===== config.mk =====
export PLATFORM = sky130hd
export DESIGN_NAME = rtcc_device_flat
export DESIGN_NICKNAME = d
export VERILOG_FILES = /design/src/rtcc_pkg.sv /design/src/rtcc_link_if.sv /design/src/rtcc_device.sv /design/src/flat_wrapper.sv
export VERILOG_INCLUDE_DIRS = /design/src /design/src/src
export SDC_FILE = /design/constraint.sdc
export NUM_CORES = 1
export LEC_CHECK = 0
export ABC_AREA = 0
export BUFFER_PORTS_ARGS = -buffer_cell sky130_fd_sc_hd__buf_2
export CAP_MARGIN = 20
export CORE_ASPECT_RATIO = 2
export CORE_MARGIN = 1.5
export CORE_UTILIZATION = 45
export DETAILED_ROUTE_END_ITERATION = 12
export PLACE_DENSITY_LB_ADDON = 0.15
export SYNTH_ARGS = -nofsm -noshare
export SYNTH_HDL_FRONTEND = slang
export SYNTH_SLANG_ARGS = --single-unit

===== constraint.sdc =====
create_clock -name clock_i -period 3 [get_ports clock_i]
set_clock_uncertainty 0.1 [all_clocks]
set_input_delay 0.3 -clock clock_i [delete_from_list [all_inputs] [get_ports clock_i]]
set_output_delay 0.3 -clock clock_i [all_outputs]
set_load 0.02 [all_outputs]

===== src/rtcc_cfg.svh =====
// Register offsets, field positions, reset values and counts for the clock.
`ifndef RTCC_CFG_SVH
`define RTCC_CFG_SVH

// ==========================================================================
// Register offsets
`define RTCC_ADDR_SEC    8'h00
`define RTCC_ADDR_YEAR   8'h05
`define RTCC_ADDR_WDAY   8'h06
`define RTCC_ADDR_SR     8'h07
`define RTCC_ADDR_INT    8'h08
`define RTCC_ADDR_ATR    8'h0a
`define RTCC_ADDR_DTR    8'h0b
`define RTCC_ADDR_ALM0   8'h0c
`define RTCC_ADDR_ALM5   8'h11

// ==========================================================================
// Status register fields
`define RTCC_SR_PLOSS    0
`define RTCC_SR_BAT      1
`define RTCC_SR_ALM      2
`define RTCC_SR_CLOCK_WRITE_ENABLE     4
`define RTCC_SR_EXTCLK   6
`define RTCC_SR_ACLR     7

// ==========================================================================
// Interrupt control fields
`define RTCC_INT_BKOUT   4
`define RTCC_INT_LBIAS   5
`define RTCC_INT_ALARM_FUNCTION_ENABLE    6
`define RTCC_INT_PERIOD  7

// ==========================================================================
// Reset values and counts
`define RTCC_INT_RST     8'h00
`define RTCC_ATR_RST     8'h00
`define RTCC_DTR_RST     3'h0
`define RTCC_ALM_RST     8'h00
`define RTCC_SEC_RST     8'h00
`define RTCC_SEC_LAST    8'h59
`define RTCC_DIV_TOP     16'h7fff

`endif


===== src/rtcc_pkg.sv =====
// Types shared by both ends of the clock register link.
package rtcc_pkg;

   typedef logic [7:0] rtcc_byte_t;

   typedef enum logic [2:0] {
      RTCC_IDLE,
      RTCC_START,
      RTCC_XFER,
      RTCC_WAIT,
      RTCC_STOP
   } rtcc_host_state_t;

endpackage : rtcc_pkg


===== src/rtcc_link_if.sv =====
// Register link between the host and the clock block.
`timescale 1ns/1ps
`default_nettype none

interface rtcc_link_if;
   import rtcc_pkg::*;

   logic       start;
   logic       stop;
   logic       wr;
   logic       rd;
   rtcc_byte_t addr;
   rtcc_byte_t wdata;
   rtcc_byte_t rdata;

   modport dev  (input start, stop, wr, rd, addr, wdata, output rdata);
   modport host (output start, stop, wr, rd, addr, wdata, input rdata);
endinterface : rtcc_link_if

`default_nettype wire


===== src/rtcc_device.sv =====
// Control, status, trim and alarm logic of the calendar clock.
`timescale 1ns/1ps
`default_nettype none
`include "rtcc_cfg.svh"

module rtcc_device
   import rtcc_pkg::*;
(
   input  wire logic       clock_i,
   input  wire logic       rst_n_i,
   rtcc_link_if.dev        link,
   input  wire logic       xtal_tick_i,
   input  wire logic       osc_input_pin_i,
   input  wire logic       on_backup_i,
   input  wire rtcc_byte_t time_min_i,
   input  wire rtcc_byte_t time_hour_i,
   input  wire rtcc_byte_t time_date_i,
   input  wire rtcc_byte_t time_month_i,
   input  wire rtcc_byte_t time_year_i,
   input  wire rtcc_byte_t time_wday_i,
   output logic [7:0]      sec_o,
   output logic            sec_carry_o,
   output logic            cal_wr_o,
   output logic [2:0]      cal_addr_o,
   output logic [7:0]      cal_data_o,
   output logic            irq_n_o,
   output logic            osc_enable_o,
   output logic            low_bias_select_o,
   output logic [5:0]      load_cap_trim_o,
   output logic [1:0]      backup_trim_offset_o
);

   // =======================================================================
   // Helpers
   // Compares the value bits of one alarm byte with its time byte.
   function automatic logic byte_eq(input rtcc_byte_t a, input rtcc_byte_t t);
      byte_eq = (a[6:0] == t[6:0]);
   endfunction : byte_eq

   // =======================================================================
   // State
   logic       power_loss_flag_q;
   logic       backup_supply_flag_q;
   logic       alarm_flag_q;
   logic       clock_write_enable_q;
   logic       ext_clock_select_q;
   logic       auto_clear_enable_q;
   rtcc_byte_t irq_ctrl_q;
   rtcc_byte_t analog_trim_q;
   logic [2:0] digital_trim_q;
   rtcc_byte_t alarm_q [6];
   rtcc_byte_t sec_q;
   logic [15:0] div_q;
   logic       running_q;
   logic       pend_wr_q;
   logic [1:0] rd_snap_q;
   logic       eval_q;
   logic       match_prev_q;
   logic [14:0] fdiv_q;
   logic       pin_d1_q;
   logic       backup_d1_q;
   rtcc_byte_t rdata_q;
   logic       carry_q;
   logic       cal_wr_q;
   logic [2:0] cal_addr_q;
   rtcc_byte_t cal_data_q;
   logic       irq_n_q;

   // =======================================================================
   // Address decoding
   logic       sel_sr_w;
   logic       sel_int_w;
   logic       sel_atr_w;
   logic       sel_dtr_w;
   logic       sel_alm_w;
   logic       sel_clk_w;
   logic [2:0] alm_idx_w;
   logic       wr_clk_ok_w;
   logic       wr_sr_w;
   assign sel_sr_w    = (link.addr == `RTCC_ADDR_SR);
   assign sel_int_w   = (link.addr == `RTCC_ADDR_INT);
   assign sel_atr_w   = (link.addr == `RTCC_ADDR_ATR);
   assign sel_dtr_w   = (link.addr == `RTCC_ADDR_DTR);
   assign sel_alm_w   = (link.addr >= `RTCC_ADDR_ALM0) &&
                        (link.addr <= `RTCC_ADDR_ALM5);
   assign sel_clk_w   = (link.addr <= `RTCC_ADDR_WDAY);
   assign alm_idx_w   = 3'(link.addr - `RTCC_ADDR_ALM0);
   assign wr_clk_ok_w = link.wr && sel_clk_w && clock_write_enable_q;
   assign wr_sr_w     = link.wr && sel_sr_w;

   // =======================================================================
   // Oscillator source, divider and one-second tick
   logic        osc_tick_w;
   logic [15:0] div_top_w;
   logic        sec_tick_w;
   assign osc_tick_w = ext_clock_select_q ?
                       (osc_input_pin_i && !pin_d1_q) : xtal_tick_i;
   assign div_top_w  = `RTCC_DIV_TOP +
                       {{13{digital_trim_q[2]}}, digital_trim_q};
   assign sec_tick_w = running_q && osc_tick_w && (div_q == div_top_w);

   // Divider restarts at the STOP that closes a valid clock write.
   always_ff @(posedge clock_i or negedge rst_n_i) begin
      if (!rst_n_i) begin
         div_q     <= 16'h0000;
         running_q <= 1'b0;
         pin_d1_q  <= 1'b0;
         fdiv_q    <= 15'h0000;
      end else begin
         pin_d1_q <= osc_input_pin_i;
         if (osc_tick_w) begin
            fdiv_q <= fdiv_q + 15'h0001;
         end
         if (link.stop && pend_wr_q) begin
            div_q     <= 16'h0000;
            running_q <= 1'b1;
         end else if (sec_tick_w) begin
            div_q <= 16'h0000;
         end else if (running_q && osc_tick_w) begin
            div_q <= div_q + 16'h0001;
         end
      end
   end

   // =======================================================================
   // Seconds counter in BCD
   rtcc_byte_t sec_inc_w;
   assign sec_inc_w = (sec_q[3:0] == 4'h9) ?
                      {sec_q[7:4] + 4'h1, 4'h0} : sec_q + 8'h01;

   // Writes win over a tick in the same cycle.
   always_ff @(posedge clock_i or negedge rst_n_i) begin
      if (!rst_n_i) begin
         sec_q   <= `RTCC_SEC_RST;
         carry_q <= 1'b0;
         eval_q  <= 1'b0;
      end else begin
         eval_q  <= sec_tick_w;
         carry_q <= sec_tick_w && (sec_q == `RTCC_SEC_LAST);
         if (wr_clk_ok_w && (link.addr == `RTCC_ADDR_SEC)) begin
            sec_q <= link.wdata;
         end else if (sec_tick_w) begin
            sec_q <= (sec_q == `RTCC_SEC_LAST) ? 8'h00 : sec_inc_w;
         end
      end
   end

   // Other calendar bytes are held by the calendar counter outside.
   always_ff @(posedge clock_i or negedge rst_n_i) begin
      if (!rst_n_i) begin
         cal_wr_q   <= 1'b0;
         cal_addr_q <= 3'h0;
         cal_data_q <= 8'h00;
      end else begin
         cal_wr_q <= wr_clk_ok_w && (link.addr != `RTCC_ADDR_SEC);
         if (wr_clk_ok_w) begin
            cal_addr_q <= link.addr[2:0];
            cal_data_q <= link.wdata;
         end
      end
   end

   // =======================================================================
   // Alarm comparison
   rtcc_byte_t time_w [6];
   logic [5:0] alm_en_w;
   logic [5:0] alm_eq_w;
   logic       alarm_match_w;
   logic       alarm_evt_w;
   logic       freq_on_w;
   assign time_w[0] = sec_q;
   assign time_w[1] = time_min_i;
   assign time_w[2] = time_hour_i;
   assign time_w[3] = time_date_i;
   assign time_w[4] = time_month_i;
   assign time_w[5] = time_wday_i;

   genvar gi;
   generate
      for (gi = 0; gi < 6; gi++) begin : g_cmp
         assign alm_en_w[gi] = alarm_q[gi][7];
         assign alm_eq_w[gi] = byte_eq(alarm_q[gi], time_w[gi]);
      end
   endgenerate

   assign freq_on_w     = (irq_ctrl_q[3:0] != 4'h0);
   assign alarm_match_w = (|alm_en_w) &&
                          ((alm_eq_w | ~alm_en_w) == 6'h3f);
   assign alarm_evt_w   = eval_q && alarm_match_w && !freq_on_w &&
                          irq_ctrl_q[`RTCC_INT_ALARM_FUNCTION_ENABLE] &&
                          (irq_ctrl_q[`RTCC_INT_PERIOD] ||
                           !match_prev_q);

   // =======================================================================
   // Status flags; a new event always wins over any clear.
   logic backup_rise_w;
   logic aclr_w;
   assign backup_rise_w = on_backup_i && !backup_d1_q;
   assign aclr_w        = link.stop && auto_clear_enable_q;

   always_ff @(posedge clock_i or negedge rst_n_i) begin
      if (!rst_n_i) begin
         power_loss_flag_q    <= 1'b1;
         backup_supply_flag_q <= 1'b0;
         alarm_flag_q         <= 1'b0;
         backup_d1_q          <= 1'b0;
         match_prev_q         <= 1'b0;
      end else begin
         backup_d1_q <= on_backup_i;
         if (eval_q) begin
            match_prev_q <= alarm_match_w;
         end
         if (link.stop && pend_wr_q) begin
            power_loss_flag_q <= 1'b0;
         end
         if (backup_rise_w) begin
            backup_supply_flag_q <= 1'b1;
         end else if (!on_backup_i &&
                      ((wr_sr_w && !link.wdata[`RTCC_SR_BAT]) ||
                       (aclr_w && rd_snap_q[1]))) begin
            backup_supply_flag_q <= 1'b0;
         end
         if (alarm_evt_w) begin
            alarm_flag_q <= 1'b1;
         end else if ((wr_sr_w && !link.wdata[`RTCC_SR_ALM]) ||
                      (aclr_w && rd_snap_q[0])) begin
            alarm_flag_q <= 1'b0;
         end
      end
   end

   // Tracks what a transaction read and whether it wrote the clock.
   always_ff @(posedge clock_i or negedge rst_n_i) begin
      if (!rst_n_i) begin
         pend_wr_q <= 1'b0;
         rd_snap_q <= 2'b00;
      end else if (link.start || link.stop) begin
         pend_wr_q <= 1'b0;
         rd_snap_q <= 2'b00;
      end else begin
         if (wr_clk_ok_w) begin
            pend_wr_q <= 1'b1;
         end
         if (link.rd && sel_sr_w) begin
            rd_snap_q <= rd_snap_q |
                         {backup_supply_flag_q, alarm_flag_q};
         end
      end
   end

   // =======================================================================
   // Control, trim and alarm registers
   always_ff @(posedge clock_i or negedge rst_n_i) begin
      if (!rst_n_i) begin
         clock_write_enable_q <= 1'b0;
         ext_clock_select_q   <= 1'b0;
         auto_clear_enable_q  <= 1'b0;
         irq_ctrl_q           <= `RTCC_INT_RST;
         analog_trim_q        <= `RTCC_ATR_RST;
         digital_trim_q       <= `RTCC_DTR_RST;
         for (int i = 0; i < 6; i++) begin
            alarm_q[i] <= `RTCC_ALM_RST;
         end
      end else if (link.wr) begin
         if (sel_sr_w) begin
            clock_write_enable_q <= link.wdata[`RTCC_SR_CLOCK_WRITE_ENABLE];
            ext_clock_select_q   <= link.wdata[`RTCC_SR_EXTCLK];
            auto_clear_enable_q  <= link.wdata[`RTCC_SR_ACLR];
         end else if (sel_int_w) begin
            irq_ctrl_q <= link.wdata;
         end else if (sel_atr_w) begin
            analog_trim_q <= link.wdata;
         end else if (sel_dtr_w) begin
            digital_trim_q <= link.wdata[2:0];
         end else if (sel_alm_w) begin
            alarm_q[alm_idx_w] <= link.wdata;
         end
      end
   end

   // =======================================================================
   // Read data
   rtcc_byte_t sr_val_w;
   rtcc_byte_t rd_val_w;
   assign sr_val_w = {auto_clear_enable_q, ext_clock_select_q, 1'b0,
                      clock_write_enable_q, 1'b0, alarm_flag_q,
                      backup_supply_flag_q, power_loss_flag_q};
   assign rd_val_w = (link.addr == `RTCC_ADDR_SEC)  ? sec_q :
                     (link.addr == 8'h01)           ? time_min_i :
                     (link.addr == 8'h02)           ? time_hour_i :
                     (link.addr == 8'h03)           ? time_date_i :
                     (link.addr == 8'h04)           ? time_month_i :
                     (link.addr == `RTCC_ADDR_YEAR) ? time_year_i :
                     (link.addr == `RTCC_ADDR_WDAY) ? time_wday_i :
                     sel_sr_w  ? sr_val_w :
                     sel_int_w ? irq_ctrl_q :
                     sel_atr_w ? analog_trim_q :
                     sel_dtr_w ? {5'h00, digital_trim_q} :
                     sel_alm_w ? alarm_q[alm_idx_w] : 8'h00;

   // Read data is captured on the clock edge that ends the read strobe cycle.
   always_ff @(posedge clock_i or negedge rst_n_i) begin
      if (!rst_n_i) begin
         rdata_q <= 8'h00;
      end else if (link.rd) begin
         rdata_q <= rd_val_w;
      end
   end

   // =======================================================================
   // Interrupt pin: frequency output or alarm, gated in backup.
   logic pin_w;
   assign pin_w = (on_backup_i && !irq_ctrl_q[`RTCC_INT_BKOUT]) ? 1'b1 :
                  freq_on_w ? fdiv_q[irq_ctrl_q[3:0] - 4'h1] :
                  !(alarm_flag_q && irq_ctrl_q[`RTCC_INT_ALARM_FUNCTION_ENABLE]);

   always_ff @(posedge clock_i or negedge rst_n_i) begin
      if (!rst_n_i) begin
         irq_n_q <= 1'b1;
      end else begin
         irq_n_q <= pin_w;
      end
   end

   // =======================================================================
   // Outputs
   assign link.rdata           = rdata_q;
   assign sec_o                = sec_q;
   assign sec_carry_o          = carry_q;
   assign cal_wr_o             = cal_wr_q;
   assign cal_addr_o           = cal_addr_q;
   assign cal_data_o           = cal_data_q;
   assign irq_n_o              = irq_n_q;
   assign osc_enable_o         = !ext_clock_select_q;
   assign low_bias_select_o    = irq_ctrl_q[`RTCC_INT_LBIAS];
   assign load_cap_trim_o      = analog_trim_q[5:0];
   assign backup_trim_offset_o = on_backup_i ?
                                 analog_trim_q[7:6] : 2'b00;

endmodule : rtcc_device

`default_nettype wire


===== src/flat_wrapper.sv =====
// flat-port wrapper written by rule: the top's interface ports become plain ports
module rtcc_device_flat import rtcc_pkg::*;
  (clock_i, rst_n_i, xtal_tick_i, osc_input_pin_i, on_backup_i, time_min_i, time_hour_i, time_date_i, time_month_i, time_year_i, time_wday_i, sec_o, sec_carry_o, cal_wr_o, cal_addr_o, cal_data_o, irq_n_o, osc_enable_o, low_bias_select_o, load_cap_trim_o, backup_trim_offset_o, link_start, link_stop, link_wr, link_rd, link_addr, link_wdata, link_rdata);
  rtcc_link_if link_i ();
  input  wire logic clock_i;
  input  wire logic rst_n_i;
  input  wire logic xtal_tick_i;
  input  wire logic osc_input_pin_i;
  input  wire logic on_backup_i;
  input  wire rtcc_byte_t time_min_i;
  input  wire rtcc_byte_t time_hour_i;
  input  wire rtcc_byte_t time_date_i;
  input  wire rtcc_byte_t time_month_i;
  input  wire rtcc_byte_t time_year_i;
  input  wire rtcc_byte_t time_wday_i;
  output logic [7:0] sec_o;
  output logic sec_carry_o;
  output logic cal_wr_o;
  output logic [2:0] cal_addr_o;
  output logic [7:0] cal_data_o;
  output logic irq_n_o;
  output logic osc_enable_o;
  output logic low_bias_select_o;
  output logic [5:0] load_cap_trim_o;
  output logic [1:0] backup_trim_offset_o;
  input wire logic [$bits(link_i.start)-1:0] link_start;
  input wire logic [$bits(link_i.stop)-1:0] link_stop;
  input wire logic [$bits(link_i.wr)-1:0] link_wr;
  input wire logic [$bits(link_i.rd)-1:0] link_rd;
  input wire logic [$bits(link_i.addr)-1:0] link_addr;
  input wire logic [$bits(link_i.wdata)-1:0] link_wdata;
  output wire logic [$bits(link_i.rdata)-1:0] link_rdata;
  assign link_i.start = link_start;
  assign link_i.stop = link_stop;
  assign link_i.wr = link_wr;
  assign link_i.rd = link_rd;
  assign link_i.addr = link_addr;
  assign link_i.wdata = link_wdata;
  assign link_rdata = link_i.rdata;
  rtcc_device u_core (.clock_i(clock_i), .rst_n_i(rst_n_i), .link(link_i), .xtal_tick_i(xtal_tick_i), .osc_input_pin_i(osc_input_pin_i), .on_backup_i(on_backup_i), .time_min_i(time_min_i), .time_hour_i(time_hour_i), .time_date_i(time_date_i), .time_month_i(time_month_i), .time_year_i(time_year_i), .time_wday_i(time_wday_i), .sec_o(sec_o), .sec_carry_o(sec_carry_o), .cal_wr_o(cal_wr_o), .cal_addr_o(cal_addr_o), .cal_data_o(cal_data_o), .irq_n_o(irq_n_o), .osc_enable_o(osc_enable_o), .low_bias_select_o(low_bias_select_o), .load_cap_trim_o(load_cap_trim_o), .backup_trim_offset_o(backup_trim_offset_o));
endmodule

After elaboration in Yosys (flattened, before gate mapping):

Cells that the tools add are included.

* magnitude comparators: 6
* bitwise operators: 8
* muxes and demuxes: 39
* add/subtract/negate cells: 7
* shift-type cells: 0
* div/mod/pow operators: 0
* equality and inequality tests: 20
* multiply operators: 0
* reductions and logical operators: 56

Operators with widths (count)
* 8-bit 2-to-1 mux: 19
* 48-bit bitwise mux: 1
* 16-bit 2-to-1 mux: 3
* 7-bit equality test: 6
* 8-bit by 3-bit equality test with 1-bit output, second input constant: 4
* 1-bit logical AND: 27
* 8-bit binary-select mux with 3-bit select: 1
* 8-bit demux with 3-bit select: 1
* 8-bit by 4-bit equality test with 1-bit output, second input constant: 3
* 15-bit by 16-bit adder with 16-bit output, first input constant: 1
* 16-bit by 1-bit adder with 16-bit output, second input constant: 1
* 16-bit equality test: 1
* 8-bit by 2-bit equality test with 1-bit output, second input constant: 2
* 15-bit by 1-bit adder with 15-bit output, second input constant: 1
* 1-bit zero test: 10
* 1-bit 2-to-1 mux: 10
* 2-bit nonzero test: 5
* 8-bit by 1-bit adder with 8-bit output, second input constant: 1
* 8-bit by 1-bit equality test with 1-bit output, second input constant: 1
* 8-bit by 7-bit equality test with 1-bit output, second input constant: 1
* 8-bit by 4-bit >= comparator with 1-bit output, second input constant: 1
* 8-bit by 3-bit less-or-equal comparator with 1-bit output, second input constant: 1
* 8-bit by 5-bit less-or-equal comparator with 1-bit output, second input constant: 1
* 8-bit zero test: 1
* 25 further kinds: 33

* memory bits (read-only): 0
* output and inout bits: 40
* RAM bits: 0
* word-level logic and storage cells: 167
* input bits: 73
* latch bits: 0
* memories: 0
* register bits after elaboration: 142

Longest topological paths before layout:

Gate-level depths: netlist of run 1.

* depth in word-level cells: 17
* mapped depth: 11
* mapped depth without buffers: 11

Worst setup path before layout of run 1:

OpenSTA, ideal clock, no wires.

* path kind: register -> register
* start point: register u_core.digital_trim_q[2]
* end point: register u_core.sec_q[3], in the netlist u_core.sec_o[3]
* required time: 2.818 ns
* slack: 0.299 ns
* path buffers: 1
* cell stages (with the launch flop): 10
* arrival: 2.519 ns
* period minus slack after synthesis: 2.701 ns
* cells stage by stage: dfrtp_1 > inv_1 > nand3_1 > ha_1 > or4_1 > a222oi_1 > nand4_2 > buf_4 > or3_1 > a31oi_1

* cells in the longest elaborated chain, start to end: 4

RTL lines
* start: declaration: line rtcc_device.sv:50 `logic [2:0] digital_trim_q;`
* start signal: assignment: line rtcc_device.sv:260 `` digital_trim_q <= `RTCC_DTR_RST; ``
* start signal: assignment: line rtcc_device.sv:274 `digital_trim_q <= link.wdata[2:0];`
* 15-bit by 16-bit adder with 16-bit output (no line)
* 16-bit equality test: line rtcc_device.sv:100 `assign sec_tick_w = running_q && osc_tick_w && (div_q == div_top_w);`
* 1-bit logical AND: line rtcc_device.sv:100
* 2-bit nonzero test (no line)
* end signal: assignment: line rtcc_device.sv:134 `` sec_q <= `RTCC_SEC_RST; ``
* end signal: assignment: line rtcc_device.sv:141 `sec_q <= link.wdata;`
* end signal: assignment: line rtcc_device.sv:143 `` sec_q <= (sec_q == `RTCC_SEC_LAST) ? 8'h00 : sec_inc_w; ``
* end: declaration: line rtcc_device.sv:52 `rtcc_byte_t sec_q;`

Every way passes these cells.
A chain may end at the register's enable or synchronous reset.

Worst setup path in the final report of run 1:

* start point: register u_core.digital_trim_q[1]
* end point: register u_core.sec_q[0], in the netlist u_core.sec_o[0]

The elaborated chain is that of the path after synthesis.

==> results of run 1 <==
[synth_stat cells (4+ instances only)]
cell type	count
or4_1	6
a21oi_1	31
o2111ai_1	4
mux4_2	5
o41ai_1	6
buf_2	6
nor3_1	17
nor2_1	58
o22ai_1	12
o2bb2ai_1	5
o21ai_0	40
nand2_1	55
buf_4	7
a31oi_1	11
clkbuf_1	25
or3_1	6
dfrtp_1	140
inv_1	18
xor2_1	34
nand2b_1	9
and4_1	5
a222oi_1	6
mux2_2	88
a211oi_1	7
nand3b_1	5
buf_1	5
nand4_1	21
mux2i_1	24
ha_1	12
xnor2_1	38
o211ai_1	4
and2_1	8
nand3_1	21
[what timing repair did]
| item | 4_1_cts | 5_1_grt |
|---|---|---|
| resized for setup | 0 | 3 |
| hold buffers | 4 | 0 |
| setup endpoints to repair | 0 | 6 |
| hold endpoints to repair | 61 | 0 |
| buffers inserted | 0 | 1 |
[power groups by stage]
stage	sequential, mW	combinational [mW]	clock (mW)
5_1_grt	2.28	0.787	2.31
4_1_cts	2.24	0.717	2.22
3_5_place_dp	2.28	0.710	0
3_3_place_gp	2.27	0.687	0
6_report	2.25	0.715	2.20
2_1_floorplan	2.23	0.425	0
[final cells by class]
| cell class | instances | share of cell area [%] |
|---|---|---|
| Clock buffer | 18 | 4.50 |
| Sequential cell | 142 | 36.5 |
| Multi-Input combinational cell | 595 | 45.1 |
| Tap cell | 213 | 2.73 |
| Timing Repair Buffer | 144 | 8.80 |
| Inverter | 19 | 0.731 |
| Clock inverter | 14 | 1.71 |
[metal layers]
layer	routed length, µm	up-vias	track usage, %
met3	1200	111	3.79
met5	0	-	0
li1	-	3176	-
met4	2410	0	24.0
met1	9730	3464	32.4
met2	14500	307	51.2
[through the flow]
step / setup TNS (ns) / worst slack [ns] / area [µm²] / std cells
finish: 0 / 0.109 / 9750 / 1145
global route: -0.0126 / -0.0126 / 9750 / 1145
CTS: 0 / 0.0781 / 9740 / 1144
detailed placement: 0 / 0.0879 / 9090 / 1108
global placement: 0 / 0.179 / 9090 / 1108
floorplan: 0 / 0.299 / 8210 / 799
[kinds of logic (layout without fill, tap and decap cells)]
family,after synthesis,after routing,synth area share (%)
AO/OA/AOI/OAI,158,158,12.8
XOR/XNOR,72,72,7.68
adder cells (fa/ha/maj),12,12,1.83
buffers and inverters,62,195,3.25
flip-flops,142,142,43.3
multiplexers,117,117,16.4
AND/OR/NAND/NOR,236,236,14.8
[final timing paths]
| path | startpoint | to | slack [ns] | cells past startpoint |
|---|---|---|---|---|
| setup reg to reg | u_core.digital_trim_q[1] | u_core.sec_o[0] | 0.11 | 9 |
| min in group asynchronous | rst_n_i | u_core.alarm_q[35] | 0.32 | 2 |
| hold reg to reg | u_core.backup_d1_q | u_core.backup_supply_flag_q | 0.32 | 1 |
| setup / recovery | u_core.digital_trim_q[1] | u_core.sec_o[0] | 0.11 | 9 |
| max in group asynchronous | rst_n_i | u_core.div_q[2] | 1.65 | 3 |
| hold / removal | link_stop | u_core.pend_wr_q | 0.01 | 2 |
[flip-flops by register name, indices dropped and copies added, names as in the netlist, 2 cells and up]
name and count:
u_core.cal_addr_o 3, u_core.fdiv_q 15, u_core.irq_ctrl_q 8, u_core.link.rdata 8, u_core.rd_snap_q 2, u_core.digital_trim_q 3, u_core.analog_trim_q 8, u_core.alarm_q 48
u_core.div_q 16, u_core.cal_data_o 8, u_core.sec_o 8
==> metrics.cfg, run 1 <==
[hold_path]
timing.hold.worst.class = primary input to flop

[setup_path]
path_buf_inv = 2
critPathArrivalTime_ns = 3.14
path_class = flop to flop
category_of_the_worst_setup_path_launch_point = flop
critPathCaptureType = flop
max_stage_delay_ns = 0.52
path_delay_family = simple AND/OR/NAND/NOR gates
timing.critical_path.fanout_max = 5
required_worst_endpoint_ns = 3.25
ordered_cell_list_for_the_critical_path = inv_1, nand3_1, ha_1, or4_1, a222oi_1, nand4_2, buf_6, or3_2, a31oi_1
cp_slowest_cell = or4_1

[pwr]
internal_power_mw = 3.70
p_sw_mw = 1.46
power.share.switching_pct = 28.3
pwr-share-clk_pct = 42.6
total_power_consumption_of_the_routed_design_mw = 5.17
leakagePower_nw = 4.56
peakVddDrop_mv = 0.391
power.share.combinational_pct = 13.8
pwrdens_nw_per_um2 = 530
seq_power_share_pct = 43.6

[die]
die_width_um = 98.5
die_area_um2 = 19100
initial_core_util_pct = 46.2
floorplan.core_area_um2 = 17800
die_height_um = 194
rows = 69
io_pins = 113

[clocking]
clock_transition_time_at_the_flip_flop_clock_pins_of_the_worst_setup_and_hold_paths_ns = 0.06
clock_tree.root_cell = clkbuf_16
h_tree_depth = 4
clk-insertion-delay-late_ns = 0.43
cts_tree = done
cts_made_buffers = 17
clockBufferDepth = 2
cts_num_sinks = 142

[final_layout]
num_antenna_cells = 0
finalNetCount = 1004
most_common_library_cell_in_the_layout_ignoring_fill_and_taps = dfrtp_1
mostFrequentLayoutCells = dfrtp_1, buf_2, mux2_2
fillerInstances = 1620
post_route_cells_drive_above_1_share_pct = 30.2
syn2layout_area_growth_pct = 18.8
multi_input_combinational_cell_area_um2 = 4390
final_core_util_pct = 54.8
regArea_um2 = 3560

[routing]
post_route_drc = 0
totalWireLength_um = 27800
dr_total_vias = 7058
avgRoutedWirePerCell_um = 24.3
first_iter_violations = 421
final_antenna_net_count = 0
route.detailed.vias_per_inst = 6.16
drt_first_pass_iters = 6

[sta]
grt_setup_unrepaired = true
timing.final.max_slew_violations = 0
post-route-period-util_pct = 96.4
finalHoldViolCount = 0
setup_failing_eps_final = 0
worst_pin_slew_ns = 0.728
achievable-frequency_mhz = 346
max-slew-margin-rel_pct = 50.8
timing.hold.ws_ns = 0.0131
period_minus_slack_ns = 2.89

[place]
input_output_buffers = 112
place.gp.congestion = 0.983
dp_hpwl_um = 21000

[logic_synthesis]
synth_ff_type = dfrtp_1
asyncSetResetFlopFracSynth_pct = 100
ys_warnings = 0
avgSynthCellArea_um2 = 10.3
synthesis.area_um2 = 8210
postSynthNetCount = 884
synth_enable_flop_cells = 0
synthTopCellsByArea = dfrtp_1, mux2_2, xnor2_1, xor2_1, mux2i_1
synth.distinct_cells = 66
portion_of_the_post_synthesis_area_used_by_sequential_elements_pct = 43.3
synthCells = 799
synth_area_leader_cell = dfrtp_1
synth_top_cell_area_share_pct = 42.7
ys_seq_elements = 142

[grt]
globalRouteTotalUtil_pct = 29.9
grt_start_max_net_pins = 59
grt_first_pass_wirelength_um = 43100
first_global_vias = 7494
number_of_antenna_violations_at_the_first_check_in_global_routing = 0
global_route.overflow_total = 0

[run_status]
run_status = finished, final reports clean

[job]
drv_cap = 0

Note: power is estimated with default switching activity, not from simulation.
==> run 2: changes to the inputs <==
- BUFFER_PORTS_ARGS: -buffer_cell sky130_fd_sc_hd__buf_2 -> unset
- DONT_BUFFER_PORTS: unset -> 1
==> metrics.cfg, run 2 (same netlist as run 1, synthesis figures left out) <==
[setup_path]
rr_startpoint = u_core.digital_trim_q[2]
setup_slack_reg_to_reg_ns = 0.11
regToRegEndpoint = u_core.sec_o[1]
path_class = flop to flop
required_worst_endpoint_ns = 3.25
worst_r2r_path_depth = 8
timing.critical_path.fanout_max = 6
category_of_the_worst_setup_path_launch_point = flop
critPathCaptureType = flop
critPathArrivalTime_ns = 3.14

[clocking]
h_tree_depth = 4
clock_transition_time_at_the_flip_flop_clock_pins_of_the_worst_setup_and_hold_paths_ns = 0.06
clock_tree.root_cell = clkbuf_16
cts_made_buffers = 17
hold_buffer_count_at_cts = 16
cts_num_sinks = 142
clockBufferDepth = 2
cts_tree = done
clk-insertion-delay-late_ns = 0.43

[sta]
post-route-period-util_pct = 96.5
achievable-frequency_mhz = 346
max-slew-margin-rel_pct = 36.4
timing.hold.ws_ns = -0.538
period_minus_slack_ns = 2.89
timing.final.max_slew_violations = 0
finalHoldViolCount = 142
worst_pin_slew_ns = 0.942
setup_failing_eps_final = 0

[routing]
avgRoutedWirePerCell_um = 26.7
post_route_drc = 0
final_antenna_net_count = 0
route.detailed.vias_per_inst = 6.47
dr_total_vias = 6689
totalWireLength_um = 27600
first_iter_violations = 399
drt_first_pass_iters = 5

[place]
place.gp.congestion = 0.991
dp_hpwl_um = 20000
input_output_buffers = 0
dpl-instance-area_um2 = 8380

[pwr]
peakVddDrop_mv = 0.301
leakagePower_nw = 4.02
pwrdens_nw_per_um2 = 527

[final_layout]
mostFrequentLayoutCells = dfrtp_1, mux2_2, nor2_1
fin_area_um2 = 9170
num_antenna_cells = 0
multi_input_combinational_cell_area_um2 = 4410
finalNetCount = 893
regArea_um2 = 3560
syn2layout_area_growth_pct = 11.7
most_common_library_cell_in_the_layout_ignoring_fill_and_taps = dfrtp_1
reg_with_most_ffs = u_core.alarm_q
fillerInstances = 1632
post_route_cells_drive_above_1_share_pct = 19.7
largest_register_ff_count = 48
top_regs = u_core.alarm_q (48), u_core.div_q (16), u_core.fdiv_q (15)

[run_status]
run_status = finished with violations
violations = negative hold slack

[grt]
grt_first_pass_wirelength_um = 41900
grt_start_max_net_pins = 143
groute.layer.met1.usage_pct = 30.7
globalRouteTotalUtil_pct = 29.5
grt.met2_usage_pct = 52.2
gr-usage-met3_pct = 4.97
global_route.overflow_total = 0
number_of_antenna_violations_at_the_first_check_in_global_routing = 0
first_global_vias = 7047
grt_most_used_layer = met2

[die]
die_area_um2 = 19100
initial_core_util_pct = 46.2
rows = 69
die_height_um = 194
floorplan.core_area_um2 = 17800
die_width_um = 98.5
io_pins = 113

[job]
drv_cap = 0

[hold_path]
timing.hold.worst.class = primary input to asynchronous set/reset pin

[run 2: changes by cell type in the layout (fill, tap and decap cells not counted), moves of 2 or more]
cell and change:
inv_1 -3, buf_4 -10, bufinv_16 -2, inv_2 +3, dlygate4sd3_1 +12, buf_12 -3, clkinvlp_4 +3, buf_2 -111
[run 2: critical path, cell delays in order (launching register included)]
cell and delay, ns:
dfrtp_1 0.35, inv_1 0.07, buf_4 0.15, ha_1 0.30, or4_1 0.53, a222oi_1 0.32
nand4_2 0.29, or3_2 0.53, a31oi_1 0.17
[run 2: timing repair]
| item | CTS | global route |
|---|---|---|
| pin swaps | 1 | 5 |
| endpoints found under the hold margin | 242 | 142 |
| buffers inserted | 1 | 3 |
| resized for setup | 0 | 13 |
| endpoints found under the setup margin | 1 | 23 |
[run 2: per-layer routing]
layer	vias to the layer above	share of wire [%]
li1	2954	-
met1	3337	33
met2	298	53
met3	100	5.6
met4	0	7.8
met5	-	0
[run 2: layout make-up]
| class | instances | area share, % |
|---|---|---|
| multi-input combinational | 595 | 48.2 |
| sequential | 142 | 38.8 |
| timing repair buffer | 33 | 3.26 |
| clock inverter | 14 | 1.31 |
| clock buffer | 18 | 4.79 |
| tap | 213 | 2.91 |
| inverter | 19 | 0.778 |
[run 2: per-stage QoR]
stage	utilization [%]	setup slack [ns]	std cells	power, mW	setup TNS [ns]
finish	51.5	0.106	1034	4.83	0
global route	51.5	-0.000991	1034	5.02	-0.000991
CTS	51.2	0.0209	1031	4.85	0
detailed placement	47.1	0.0428	982	2.78	0
global placement	47.1	0.150	982	2.75	0
floorplan	-	0.299	799	2.65	0
[run 2: worst max path at each step]
stage / from / endpoint / slack [ns] / cells after the start
final: u_core.digital_trim_q[2] / u_core.sec_o[1] / 0.11 / 8
after global routing: u_core.digital_trim_q[1] / u_core.sec_o[0] / -0.001 / 8
after CTS: u_core.digital_trim_q[0] / u_core.sec_o[6] / 0.02 / 9
after detailed placement: u_core.digital_trim_q[0] / u_core.sec_o[6] / 0.04 / 9
after global placement: u_core.digital_trim_q[0] / u_core.sec_o[3] / 0.15 / 9
after floorplan: u_core.digital_trim_q[2] / u_core.sec_o[3] / 0.30 / 9
[run 2: power by group]
group	total [mW]	switching [mW]	internal (mW)
registers	2.27	0.211	2.06
logic	0.545	0.272	0.273
clock network	2.02	0.859	1.16
total	4.83	1.34	3.49
==> run 3: changes to the inputs <==
- clock period: 3 -> 2.5 ns (I/O delays scaled with it)
==> metrics.cfg, run 3 (same netlist as run 1, synthesis figures left out) <==
[setup_path]
regToRegEndpoint = u_core.sec_o[5]
critPathArrivalTime_ns = 2.93
critPathCaptureType = flop
category_of_the_worst_setup_path_launch_point = flop
rr_startpoint = u_core.digital_trim_q[0]
required_worst_endpoint_ns = 2.71
max_stage_delay_ns = 0.46
crit_start = u_core.digital_trim_q[0]
path_delay_family = compound AO/OA/AOI/OAI gates
path_buf_inv = 4
path_class = flop to flop
cp_slowest_cell = or4b_4
ordered_cell_list_for_the_critical_path = inv_2, nand3_4, buf_6, ha_4, or4b_4, a222oi_1, nand4_2, buf_4, buf_4, a21boi_1, a2bb2oi_1, o21ai_0
worst_path_most_repeated_cell = buf_4
worst_r2r_path_depth = 12
setup_slack_reg_to_reg_ns = -0.22
timing.critical_path.fanout_max = 6

[final_layout]
mostFrequentLayoutCells = dfrtp_1, mux2_2, nor2_1
multi_input_combinational_cell_area_um2 = 4470
reg_with_most_ffs = u_core.alarm_q
finalNetCount = 931
most_common_library_cell_in_the_layout_ignoring_fill_and_taps = dfrtp_1
post_route_cells_drive_above_1_share_pct = 23.9
top_regs = u_core.alarm_q (48), u_core.div_q (16), u_core.fdiv_q (15)
largest_register_ff_count = 48
regArea_um2 = 3560
num_antenna_cells = 0
syn2layout_area_growth_pct = 16.6
final_core_util_pct = 53.8
fillerInstances = 1610
final_cell_count_no_fill = 1072
fin_area_um2 = 9570

[clocking]
clock_tree.root_cell = clkbuf_16
cts_made_buffers = 17
cts_num_sinks = 142
h_tree_depth = 4
hold_buffer_count_at_cts = 21
clock_transition_time_at_the_flip_flop_clock_pins_of_the_worst_setup_and_hold_paths_ns = 0.06
clockBufferDepth = 2
clk-insertion-delay-late_ns = 0.43
cts_tree = done

[die]
die_width_um = 98.5
initial_core_util_pct = 46.2
die_area_um2 = 19100
die_height_um = 194
rows = 69
floorplan.core_area_um2 = 17800
io_pins = 113

[sta]
post-route-period-util_pct = 109
worst_pin_slew_ns = 0.793
layout_setup_ws_ns = -0.217
timing.hold.ws_ns = -0.586
timing.final.max_slew_violations = 0
achievable-frequency_mhz = 368
setup_failing_eps_final = 12
finalHoldViolCount = 142
grt_setup_unrepaired = true
max-slew-margin-rel_pct = 46.9
period_minus_slack_ns = 2.72

[routing]
dr_total_vias = 6874
final_antenna_net_count = 0
avgRoutedWirePerCell_um = 26.0
totalWireLength_um = 27900
first_iter_violations = 464
drt_first_pass_iters = 5
post_route_drc = 0
route.detailed.vias_per_inst = 6.41

[grt]
first_global_vias = 7296
grt_first_pass_wirelength_um = 42800
globalRouteTotalUtil_pct = 29.9
number_of_antenna_violations_at_the_first_check_in_global_routing = 0
grt_start_max_net_pins = 143
global_route.overflow_total = 0

[place]
placed_insts = 1015
dp_hpwl_um = 20400
dpl-instance-area_um2 = 8650
input_output_buffers = 0
place.gp.congestion = 0.962

[pwr]
peakVddDrop_mv = 0.416
pwrdens_nw_per_um2 = 626
total_power_consumption_of_the_routed_design_mw = 5.99
leakagePower_nw = 4.24

[job]
drv_cap = 0

[hold_path]
timing.hold.worst.class = primary input to asynchronous set/reset pin

[run_status]
run_status = finished with violations
violations = negative hold slack, negative setup slack

[run 3: cell count changes in the layout (fill, tap and decap cells not counted), sizes merged]
cell / change
dlygate4sd3: +5
clkbuf: -1
buf: +33
inv: +4
clkinv: -2
clkinvlp: -2
bufinv: +1
[run 3: worst max-delay path by stage]
stage / end / slack, ns / cells after the start
after floorplan: u_core.sec_o[0] / -0.05 / 8
after global placement: u_core.sec_o[1] / -0.21 / 9
after detailed placement: u_core.sec_o[1] / -0.30 / 9
after CTS: u_core.sec_o[5] / -0.25 / 12
after global routing: u_core.sec_o[5] / -0.33 / 12
final: u_core.sec_o[5] / -0.22 / 12
[run 3: cell type report]
class                   instances  area share (%)
multi-input cells             595            46.7
well taps                     213            2.79
flip-flops and latches        142            37.2
clock buffers                  17            4.45
repair buffers                 71            6.45
clock inverters                15            1.67
inverters                      19           0.771
[run 3: routing by layer]
metal / track usage, % / up-vias / wire length (µm)
li1: - / 3027 / -
met2: 54.0 / 325 / 15000
met4: 20.5 / 0 / 2050
met3: 5.62 / 99 / 1520
met5: 0 / - / 0
met1: 30.2 / 3423 / 9240
[run 3: what timing repair did]
action / CTS / global route
endpoints found under the setup margin: 14 / 26
gates resized for setup: 20 / 3
pin swaps: 10 / 5
buffers inserted: 3 / 0
cloned: 1 / 0
endpoints found under the hold margin: 244 / 142
[run 3: where the power goes]
part           leakage, nW  internal, mW  switching [mW]
logic                 2.06         0.372           0.375
clock network        0.285          1.48            1.06
registers             1.90          2.47           0.228
total                 4.24          4.32            1.67
[run 3: through the flow]
step,setup WS (ns),hold slack (ns),setup TNS (ns)
floorplan,-0.0502,-0.146,-0.141
global placement,-0.213,-0.141,-1.35
detailed placement,-0.295,-0.142,-2.29
CTS,-0.246,-0.601,-2.33
global route,-0.334,-0.605,-4.18
finish,-0.217,-0.586,-1.99
